## src/rtl/lmc_pkg.sv

```systemverilog
package lmc_pkg;

	localparam int CLK_PERIOD_NS = 8;

	// pin timings in ns; the defaults are plain values, adjust per part grade
	localparam int T_MODE_NS      = 10_000;
	localparam int T_RELEASE_NS   = 10_000;
	localparam int T_FL_ENLOW_NS  = 100_000;
	localparam int T_FL_TXA_NS    = 10_000;
	localparam int T_FL_TXB_NS    = 10_000;
	localparam int T_FL_TXC_NS    = 10_000;
	localparam int T_PROBE_NS     = 5_000;

	// least times, rounded up to whole cycles
	localparam int MODE_CYC     = (T_MODE_NS + CLK_PERIOD_NS - 1) / CLK_PERIOD_NS;
	localparam int RELEASE_CYC  = (T_RELEASE_NS + CLK_PERIOD_NS - 1) / CLK_PERIOD_NS;
	localparam int FL_ENLOW_CYC = (T_FL_ENLOW_NS + CLK_PERIOD_NS - 1) / CLK_PERIOD_NS;
	localparam int FL_TXA_CYC   = (T_FL_TXA_NS + CLK_PERIOD_NS - 1) / CLK_PERIOD_NS;
	localparam int FL_TXB_CYC   = (T_FL_TXB_NS + CLK_PERIOD_NS - 1) / CLK_PERIOD_NS;
	localparam int FL_TXC_CYC   = (T_FL_TXC_NS + CLK_PERIOD_NS - 1) / CLK_PERIOD_NS;
	localparam int PROBE_CYC    = (T_PROBE_NS + CLK_PERIOD_NS - 1) / CLK_PERIOD_NS;

	localparam int TIMER_W = 24;

	// register byte offsets
	localparam logic [3:0] ADR_CMD    = 4'h0;
	localparam logic [3:0] ADR_TXBIT  = 4'h4;
	localparam logic [3:0] ADR_STATUS = 4'h8;
	localparam logic [3:0] ADR_WAKE   = 4'hC;

	// status field positions
	localparam int STS_BUSY     = 0;
	localparam int STS_RELEASED = 1;
	localparam int STS_FLASH    = 2;
	localparam int STS_ENABLE   = 3;
	localparam int STS_RX       = 4;
	localparam int STS_REFUSED  = 5;

	// wake register field positions
	localparam int WK_VALID = 0;
	localparam int WK_EVENT = 1;
	localparam int WK_LOCAL = 2;

	localparam logic [2:0] CMD_NONE   = 3'h0;
	localparam logic [2:0] CMD_NORMAL = 3'h1;
	localparam logic [2:0] CMD_SLEEP  = 3'h2;
	localparam logic [2:0] CMD_FLASH  = 3'h3;
	localparam logic [2:0] CMD_PROBE  = 3'h4;

	localparam logic TXBIT_RESET = 1'b1;

	typedef enum logic [3:0] {
		S_SLEEP,
		S_MODE,
		S_RELEASE,
		S_ACTIVE,
		S_FL_ENLOW,
		S_FL_TXLOW,
		S_FL_TXHIGH,
		S_FL_ENHIGH,
		S_PROBE
	} lmc_state_type;

	typedef struct packed {
		logic en;
		logic txd_o;
		logic txd_oe;
	} lmc_pins_type;

	localparam lmc_pins_type PINS_RESET = '{en: 1'b0, txd_o: 1'b1, txd_oe: 1'b0};

endpackage : lmc_pkg

```

## src/rtl/lmc_timer.sv

```systemverilog
module lmc_timer #(
	parameter int W = 24
) (
	input  wire logic         clk,
	input  wire logic         rst,
	input  wire logic         load,
	input  wire logic [W-1:0] load_val,
	output logic              expired
);

	logic [W-1:0] count_q;
	logic [W-1:0] count_d;
	logic         expired_q;
	logic         expired_d;

	always_comb begin
		count_d = count_q;
		if (load) begin
			count_d = load_val;
		end else if (count_q != '0) begin
			count_d = count_q - W'(1);
		end
		expired_d = (count_d == '0);
	end

	always_ff @(posedge clk) begin
		if (rst) begin
			count_q   <= '0;
			expired_q <= 1'b1;
		end else begin
			count_q   <= count_d;
			expired_q <= expired_d;
		end
	end

	assign expired = expired_q;

endmodule : lmc_timer

```

## src/rtl/lmc_ctrl.sv

```systemverilog
// Behaviour
// - transmit held high for release before sending
// - enable low, then transmit fall and rise
// - same sequence leaves fast; re-release transmit
// - host drives transmit high to read source
//
// The Wishbone slave port and the register addresses were left to the implementer.
module lmc_ctrl #(
	parameter int MODE_CYC     = lmc_pkg::MODE_CYC,
	parameter int RELEASE_CYC  = lmc_pkg::RELEASE_CYC,
	parameter int FL_ENLOW_CYC = lmc_pkg::FL_ENLOW_CYC,
	parameter int FL_TXA_CYC   = lmc_pkg::FL_TXA_CYC,
	parameter int FL_TXB_CYC   = lmc_pkg::FL_TXB_CYC,
	parameter int FL_TXC_CYC   = lmc_pkg::FL_TXC_CYC,
	parameter int PROBE_CYC    = lmc_pkg::PROBE_CYC
) (
	input  wire logic        CLK,
	input  wire logic        RST,
	input  wire logic        WB_CYC_I,
	input  wire logic        WB_STB_I,
	input  wire logic        WB_WE_I,
	input  wire logic [3:0]  WB_ADR_I,
	input  wire logic [3:0]  WB_SEL_I,
	input  wire logic [31:0] WB_DAT_I,
	output logic      [31:0] WB_DAT_O,
	output logic             WB_ACK_O,
	output logic             EN,
	output logic             TXD_O,
	output logic             TXD_OE,
	input  wire logic        TXD_I,
	input  wire logic        RXD_I
);

	localparam int TW = lmc_pkg::TIMER_W;

	lmc_pkg::lmc_state_type state_q;
	lmc_pkg::lmc_state_type state_d;
	lmc_pkg::lmc_pins_type  pins_q;
	lmc_pkg::lmc_pins_type  pins_d;
	logic                   flash_q;
	logic                   flash_d;
	logic                   txbit_q;
	logic                   txbit_d;
	logic                   refused_q;
	logic                   refused_d;
	logic [2:0]             wake_q;
	logic [2:0]             wake_d;
	logic                   ack_q;
	logic                   ack_d;
	logic [31:0]            dat_q;
	logic [31:0]            dat_d;
	logic                   tmr_load;
	logic [TW-1:0]          tmr_val;
	logic                   tmr_done;
	logic                   wr_take;
	logic [2:0]             cmd;
	logic [31:0]            status;

	// bus slave: ack one cycle after the request, write lands on the ack edge
	always_comb begin
		ack_d   = WB_CYC_I && WB_STB_I && !ack_q;
		wr_take = WB_CYC_I && WB_STB_I && WB_WE_I && ack_q && WB_SEL_I[0];
		cmd     = lmc_pkg::CMD_NONE;
		if (wr_take && WB_ADR_I == lmc_pkg::ADR_CMD) begin
			cmd = WB_DAT_I[2:0];
		end
		txbit_d = txbit_q;
		if (wr_take && WB_ADR_I == lmc_pkg::ADR_TXBIT) begin
			txbit_d = WB_DAT_I[0];
		end
		status = '0;
		status[lmc_pkg::STS_BUSY]     = (state_q != lmc_pkg::S_SLEEP)
			&& (state_q != lmc_pkg::S_ACTIVE);
		status[lmc_pkg::STS_RELEASED] = (state_q == lmc_pkg::S_ACTIVE);
		status[lmc_pkg::STS_FLASH]    = flash_q;
		status[lmc_pkg::STS_ENABLE]   = pins_q.en;
		status[lmc_pkg::STS_RX]       = RXD_I;
		status[lmc_pkg::STS_REFUSED]  = refused_q;
		dat_d = '0;
		if (ack_d && !WB_WE_I) begin
			case (WB_ADR_I)
				lmc_pkg::ADR_TXBIT:  dat_d = {31'h0000_0000, txbit_q};
				lmc_pkg::ADR_STATUS: dat_d = status;
				lmc_pkg::ADR_WAKE:   dat_d = {29'h0000_0000, wake_q};
				default:             dat_d = '0;
			endcase
		end
	end

	always_comb begin
		state_d   = state_q;
		flash_d   = flash_q;
		wake_d    = wake_q;
		refused_d = refused_q;
		if (cmd != lmc_pkg::CMD_NONE) begin
			refused_d = 1'b0;
		end
		case (state_q)
			lmc_pkg::S_SLEEP: begin
				if (cmd == lmc_pkg::CMD_NORMAL) begin
					state_d = lmc_pkg::S_MODE;
					wake_d  = '0;
				end else if (cmd == lmc_pkg::CMD_PROBE) begin
					state_d = lmc_pkg::S_PROBE;
				end else if (cmd != lmc_pkg::CMD_NONE) begin
					refused_d = 1'b1;
				end
			end
			lmc_pkg::S_MODE: begin
				if (cmd == lmc_pkg::CMD_SLEEP) begin
					state_d = lmc_pkg::S_SLEEP;
				end else if (tmr_done) begin
					state_d = lmc_pkg::S_RELEASE;
				end
			end
			lmc_pkg::S_RELEASE: begin
				if (cmd == lmc_pkg::CMD_SLEEP) begin
					state_d = lmc_pkg::S_SLEEP;
					flash_d = 1'b0;
				end else if (tmr_done) begin
					state_d = lmc_pkg::S_ACTIVE;
				end
			end
			lmc_pkg::S_ACTIVE: begin
				if (cmd == lmc_pkg::CMD_SLEEP) begin
					state_d = lmc_pkg::S_SLEEP;
					flash_d = 1'b0;
				end else if (cmd == lmc_pkg::CMD_FLASH) begin
					state_d = lmc_pkg::S_FL_ENLOW;
				end else if (cmd != lmc_pkg::CMD_NONE) begin
					refused_d = 1'b1;
				end
			end
			lmc_pkg::S_FL_ENLOW: begin
				if (tmr_done) begin
					state_d = lmc_pkg::S_FL_TXLOW;
				end
			end
			lmc_pkg::S_FL_TXLOW: begin
				if (tmr_done) begin
					state_d = lmc_pkg::S_FL_TXHIGH;
				end
			end
			lmc_pkg::S_FL_TXHIGH: begin
				if (tmr_done) begin
					state_d = lmc_pkg::S_FL_ENHIGH;
				end
			end
			lmc_pkg::S_FL_ENHIGH: begin
				if (tmr_done) begin
					state_d = lmc_pkg::S_RELEASE;
					flash_d = !flash_q;
				end
			end
			lmc_pkg::S_PROBE: begin
				if (tmr_done) begin
					state_d = lmc_pkg::S_SLEEP;
					wake_d[lmc_pkg::WK_VALID] = 1'b1;
					wake_d[lmc_pkg::WK_EVENT] = !RXD_I;
					wake_d[lmc_pkg::WK_LOCAL] = !RXD_I && !TXD_I;
				end
			end
			default: state_d = lmc_pkg::S_SLEEP;
		endcase
	end

	// pins follow the next state so that they leave a flip-flop in step with it
	always_comb begin
		pins_d = lmc_pkg::PINS_RESET;
		case (state_d)
			lmc_pkg::S_SLEEP: pins_d = lmc_pkg::PINS_RESET;
			lmc_pkg::S_MODE, lmc_pkg::S_RELEASE, lmc_pkg::S_FL_ENHIGH: begin
				pins_d = '{en: 1'b1, txd_o: 1'b1, txd_oe: 1'b1};
			end
			lmc_pkg::S_ACTIVE: pins_d = '{en: 1'b1, txd_o: txbit_d, txd_oe: 1'b1};
			lmc_pkg::S_FL_ENLOW, lmc_pkg::S_FL_TXHIGH, lmc_pkg::S_PROBE: begin
				pins_d = '{en: 1'b0, txd_o: 1'b1, txd_oe: 1'b1};
			end
			lmc_pkg::S_FL_TXLOW: pins_d = '{en: 1'b0, txd_o: 1'b0, txd_oe: 1'b1};
			default: pins_d = lmc_pkg::PINS_RESET;
		endcase
	end

	always_comb begin
		tmr_load = (state_d != state_q);
		case (state_d)
			lmc_pkg::S_MODE:      tmr_val = TW'(MODE_CYC);
			lmc_pkg::S_RELEASE:   tmr_val = TW'(RELEASE_CYC);
			lmc_pkg::S_FL_ENLOW:  tmr_val = TW'(FL_ENLOW_CYC);
			lmc_pkg::S_FL_TXLOW:  tmr_val = TW'(FL_TXA_CYC);
			lmc_pkg::S_FL_TXHIGH: tmr_val = TW'(FL_TXB_CYC);
			lmc_pkg::S_FL_ENHIGH: tmr_val = TW'(FL_TXC_CYC);
			lmc_pkg::S_PROBE:     tmr_val = TW'(PROBE_CYC);
			default:              tmr_val = TW'(1);
		endcase
	end

	lmc_timer #(
		.W(TW)
	) u_timer (
		.clk      (CLK),
		.rst      (RST),
		.load     (tmr_load),
		.load_val (tmr_val),
		.expired  (tmr_done)
	);

	always_ff @(posedge CLK) begin
		if (RST) begin
			state_q   <= lmc_pkg::S_SLEEP;
			pins_q    <= lmc_pkg::PINS_RESET;
			flash_q   <= 1'b0;
			txbit_q   <= lmc_pkg::TXBIT_RESET;
			refused_q <= 1'b0;
			wake_q    <= '0;
			ack_q     <= 1'b0;
			dat_q     <= '0;
		end else begin
			state_q   <= state_d;
			pins_q    <= pins_d;
			flash_q   <= flash_d;
			txbit_q   <= txbit_d;
			refused_q <= refused_d;
			wake_q    <= wake_d;
			ack_q     <= ack_d;
			dat_q     <= dat_d;
		end
	end

	assign WB_ACK_O = ack_q;
	assign WB_DAT_O = dat_q;
	assign EN       = pins_q.en;
	assign TXD_O    = pins_q.txd_o;
	assign TXD_OE   = pins_q.txd_oe;

	// helper run-length counters seen only by the checks below
	logic [TW-1:0] txhigh_run_q;
	logic [TW-1:0] enlow_run_q;

	always_ff @(posedge CLK) begin
		if (RST) begin
			txhigh_run_q <= '0;
			enlow_run_q  <= '0;
		end else begin
			txhigh_run_q <= (pins_q.txd_oe && pins_q.txd_o) ? txhigh_run_q + TW'(1) : '0;
			enlow_run_q  <= (!pins_q.en) ? enlow_run_q + TW'(1) : '0;
		end
	end

	a_release_tx_high: assert property (@(posedge CLK) disable iff (RST)
		$rose(state_q == lmc_pkg::S_ACTIVE) |-> txhigh_run_q >= TW'(RELEASE_CYC))
		else $error("transmission released before transmit high time");

	a_flash_en_low: assert property (@(posedge CLK) disable iff (RST)
		$fell(pins_q.txd_o) && pins_q.txd_oe && !pins_q.en
			|-> enlow_run_q > TW'(FL_ENLOW_CYC))
		else $error("flash transmit fall too soon after enable low");

	a_flash_edge_pair: assert property (@(posedge CLK) disable iff (RST)
		$fell(pins_q.txd_o) && !pins_q.en |-> (!pins_q.txd_o && !pins_q.en)[*2])
		else $error("flash transmit low phase too short");

	a_flash_toggle: assert property (@(posedge CLK) disable iff (RST)
		$changed(flash_q) && flash_q |-> $past(state_q) == lmc_pkg::S_FL_ENHIGH
			&& state_q == lmc_pkg::S_RELEASE)
		else $error("fast sub-mode flag changed outside the edge sequence");

	a_probe_drive: assert property (@(posedge CLK) disable iff (RST)
		$rose(wake_q[lmc_pkg::WK_VALID]) |-> $past(pins_q.txd_oe && pins_q.txd_o && !pins_q.en))
		else $error("wake source sampled without driving transmit high");

	a_mode_delay: assert property (@(posedge CLK) disable iff (RST)
		$rose(pins_q.en) && !flash_q && state_q == lmc_pkg::S_MODE
			|-> (state_q != lmc_pkg::S_ACTIVE)[*8])
		else $error("normal entry finished without mode delay");

endmodule : lmc_ctrl

```

## config.mk

```make
export PLATFORM = sky130hd
export DESIGN_NAME = lmc_ctrl
export DESIGN_NICKNAME = d
export VERILOG_FILES = /design/src/rtl/lmc_pkg.sv /design/src/rtl/lmc_timer.sv /design/src/rtl/lmc_ctrl.sv
export SDC_FILE = /design/constraint.sdc
export NUM_CORES = 1
export LEC_CHECK = 0
export BUFFER_PORTS_ARGS = -buffer_cell sky130_fd_sc_hd__buf_2
export CORE_ASPECT_RATIO = 0.75
export CORE_UTILIZATION = 47
export CTS_CLUSTER_SIZE = 28
export DETAILED_ROUTE_END_ITERATION = 12
export PLACE_DENSITY = 0.77
export SYNTH_ARGS = -nofsm -noshare
export SYNTH_HDL_FRONTEND = slang
export SYNTH_SLANG_ARGS = --single-unit
```

## constraint.sdc

```tcl
create_clock -name CLK -period 2.3 [get_ports CLK]
set_clock_uncertainty 0.2 [all_clocks]
set_input_delay 0.115 -clock CLK [delete_from_list [all_inputs] [get_ports CLK]]
set_output_delay 0.115 -clock CLK [all_outputs]
set_load 0.005 [all_outputs]
```

==> out/qor.csv <==
metric,value,unit
min Tclk post-route,2.48,ns
Power Total,4.81,mW
crit end category,flop,
failing checks,setup timing,
PortBufs,24,
HP Class,in -> reg,
nets@finish,487,
Remaining DRCs,0,
clk sinks,45,
largest net degree at the start of global routing,26,
outcome,"finished, violations left",
switching pwr,1.98,mW
peak supply drop,681,uV
RD Place Congestion,0.873,
crit-path cells,"or4_4, or3_4, a311oi_2, xnor2_1, nand2_1, nor4b_2, a41o_1",
WP data required,2.35,ns
hold path depth,4,
GRT Total Usage,25.5,%
clock buffer depth,2,
"Hold Vio Cnt, Final",0,
reg2reg path depth,7,
DR vias,2973,
number of max-cap violations,0,
setup TNS,-0.825,ns
crit path kind,reg -> reg,
TritonCTS clock tree,built,
fin crit share,108,%
root buffer cell,clkbuf_8,
combinational share of power,62.2,%
"Primary FF master, synth",dfxtp_1,
Worst-Skew Late Latency,0.31,ns
chip width,90.8,um
Cell variety after synth,64,
initial antenna violation count,0,
Seq pwr share,24.3,%
ANT nets after route,0,
count of flip-flops with a built-in enable after synthesis,0,
RSZ-0062 raised after global routing,true,
post-synthesis sequential area ratio,32.4,%
WP data arrival,2.54,ns
"Warnings, synthesis",0,
Net Sw Frac,41.2,%
Post-Synthesis Cells,336,
core area,0.00553,mm^2
row count,23,
drt pass-1 iters,5,
Worst setup SP type,flop,
Leak,1.72,nW
Die Ht,68.6,um
Total Routed Length,8550,um
final core occ,69.9,%
Ant. Diodes,0,
detailed placement HPWL,5230,um
H-tree level count,2,
Clk pwr share,13.5,%
P&R area growth vs syn,39.1,%
routed vias/inst,5.78,
Slowest Stage Delay on Critical Path,0.57,ns
#FFs+latches synth,45,
first-pass GRT wire length,12400,um
fmax,402,MHz
GRT overflow,0,
Worst path slowest cell,or4_4,
syn avg cell area,8.26,um^2
Pint,2.83,mW
Final Worst Setup Slack,-0.185,ns
WL/cell,16.6,um
Final Slew Violations,0,
final setup vio count,12,
Initial DRC Count,366,
worst-path fanout max,3,
ys async rst share,0,%
pwr/cell area,1250,mW/mm^2
IO Count,83,
"CTS clk-pin slew, worst paths",0.09,ns
number of global-route vias before repair,2603,
Starting Density,50.2,%
total CTS buffers,5,
die area,0.00622,mm^2
share of post-route cells with drive strength above 1,39.4,%
Mapped Area,0.00278,mm^2
[flip-flops by register name, summed over array words and instances (netlist names)]
name	flops
WB_DAT_O	6
txbit_q	1
state_q	4
u_timer.count_q	24
flash_q	1
refused_q	1
EN	1
TXD_O	1
TXD_OE	1
wake_q	3
u_timer.expired	1
WB_ACK_O	1
[timing repair]
action	in CTS	in global routing
pin swaps	8	13
gates resized for setup	27	32
hold buffers	5	0
gates cloned	0	0
hold endpoints to repair	5	0
setup endpoints to repair	20	23
setup buffers	6	6
[routing by layer]
metal / up-vias / part of all wire [%] / wire, um / GRT usage [%]
li1: 1351 / - / - / -
met1: 1370 / 43 / 3660 / 33.6
met2: 216 / 45 / 3830 / 43.4
met3: 36 / 9.5 / 814 / 4.50
met4: 0 / 2.9 / 249 / 8.06
met5: - / 0 / 0 / 0
[cells in the final DEF, fill, tap and decap left out, types with 3 or more instances in the layout]
master         instances
a21oi_1               18
and2_1                 4
and3_1                 4
buf_2                 24
buf_4                 74
buf_6                  6
clkbuf_8               6
conb_1                26
dfxtp_1               36
dfxtp_2                7
dlygate4sd3_1          5
mux2i_1                9
nand2_1               32
nand3_1                6
nand4_1                4
nor2_1                38
nor2b_1                4
nor3_1                14
nor3b_2                3
nor4_1                 3
nor4_4                 4
nor4b_1                3
o21a_1                 3
o21ai_0                7
o21ai_1                3
or4_4                  3
xnor2_1               12
xor2_1                 6
[metrics by stage]
step | cell area (um^2) | setup WS [ns] | hold WS, ns | cells
floorplan | 2890 | -0.187 | 0.0367 | 361
global placement | 3360 | -0.205 | 0.117 | 489
finish | 3860 | -0.185 | 0.0159 | 514
detailed placement | 3360 | -0.232 | 0.114 | 489
global route | 3860 | -0.283 | 0.0163 | 514
CTS | 3680 | -0.101 | 0.0113 | 508
[cell families after synthesis]
logic type      count (synthesis)  share of synthesized area (%)
simple gates                  161                           34.4
compound gates                 55                           12.5
flops                          45                           32.4
buf+inv                        43                           10.0
xor+xnor                       19                           5.99
mux                            10                           3.65
fa+ha+maj                       2                          0.901
other cells                     1                          0.135
[power groups by stage]
| stage | clock network, mW | logic (mW) | registers [mW] |
|---|---|---|---|
| floorplan | 0 | 1.40 | 1.13 |
| global placement | 0 | 2.20 | 1.14 |
| detailed placement | 0 | 2.25 | 1.14 |
| CTS | 0.657 | 2.49 | 1.14 |
| global route | 0.687 | 3.19 | 1.19 |
| finish | 0.649 | 2.99 | 1.17 |
[Yosys cell counts (all sizes together), types with 3 or more instances]
cell type  instances  area share, %
or3                3           0.68
nor3b              6            1.8
and2               6            1.4
xor2               6            1.9
a21oi             20            3.6
nor2              39            5.3
nor4               8            3.1
nand2b             3           0.68
nor2b              4           0.90
nor3              16            2.9
dfxtp             45             32
nand2             34            4.6
mux2i              9            3.2
and3               5            1.2
o31a               3           0.99
clkbuf             6           0.81
nand4              5            1.4
inv                3           0.41
or4                6            1.8
xnor2             13            4.1
o31ai              4            1.1
nand3              8            1.6
o21a               3           0.81
buf               34            8.8
nor4b              4            1.3
o21ai             12            2.2
[final timing paths]
kind	endpoint	slack (ns)	startpoint
setup / recovery	u_timer.expired$_SDFF_PP1_	-0.18	u_timer.count_q[4]$_SDFF_PP0_
hold / removal	WB_DAT_O[0]$_SDFF_PP0_	0.02	WB_ADR_I[1]
setup reg to reg	u_timer.expired$_SDFF_PP1_	-0.18	u_timer.count_q[4]$_SDFF_PP0_
hold reg to reg	WB_DAT_O[3]$_SDFF_PP0_	0.26	EN$_SDFF_PP0_
[final cells by class]
type                    count  area (um^2)
multi-input cells         273         1910
repair buffers            110          813
inverters                   3         11.3
flip-flops and latches     45          917
clock inverters             2         37.5
well taps                  75         93.8
clock buffers               6         82.6
fillers                   362         1660
[worst max-delay path: cells and delay by family (launching register included)]
family / cells / cell delay (ns)
AO/OA/AOI/OAI: 2 / 0.43
XOR/XNOR: 1 / 0.19
flip-flops: 1 / 0.33
AND/OR/NAND/NOR: 4 / 1.29
Power figures use the tool's default switching activity.
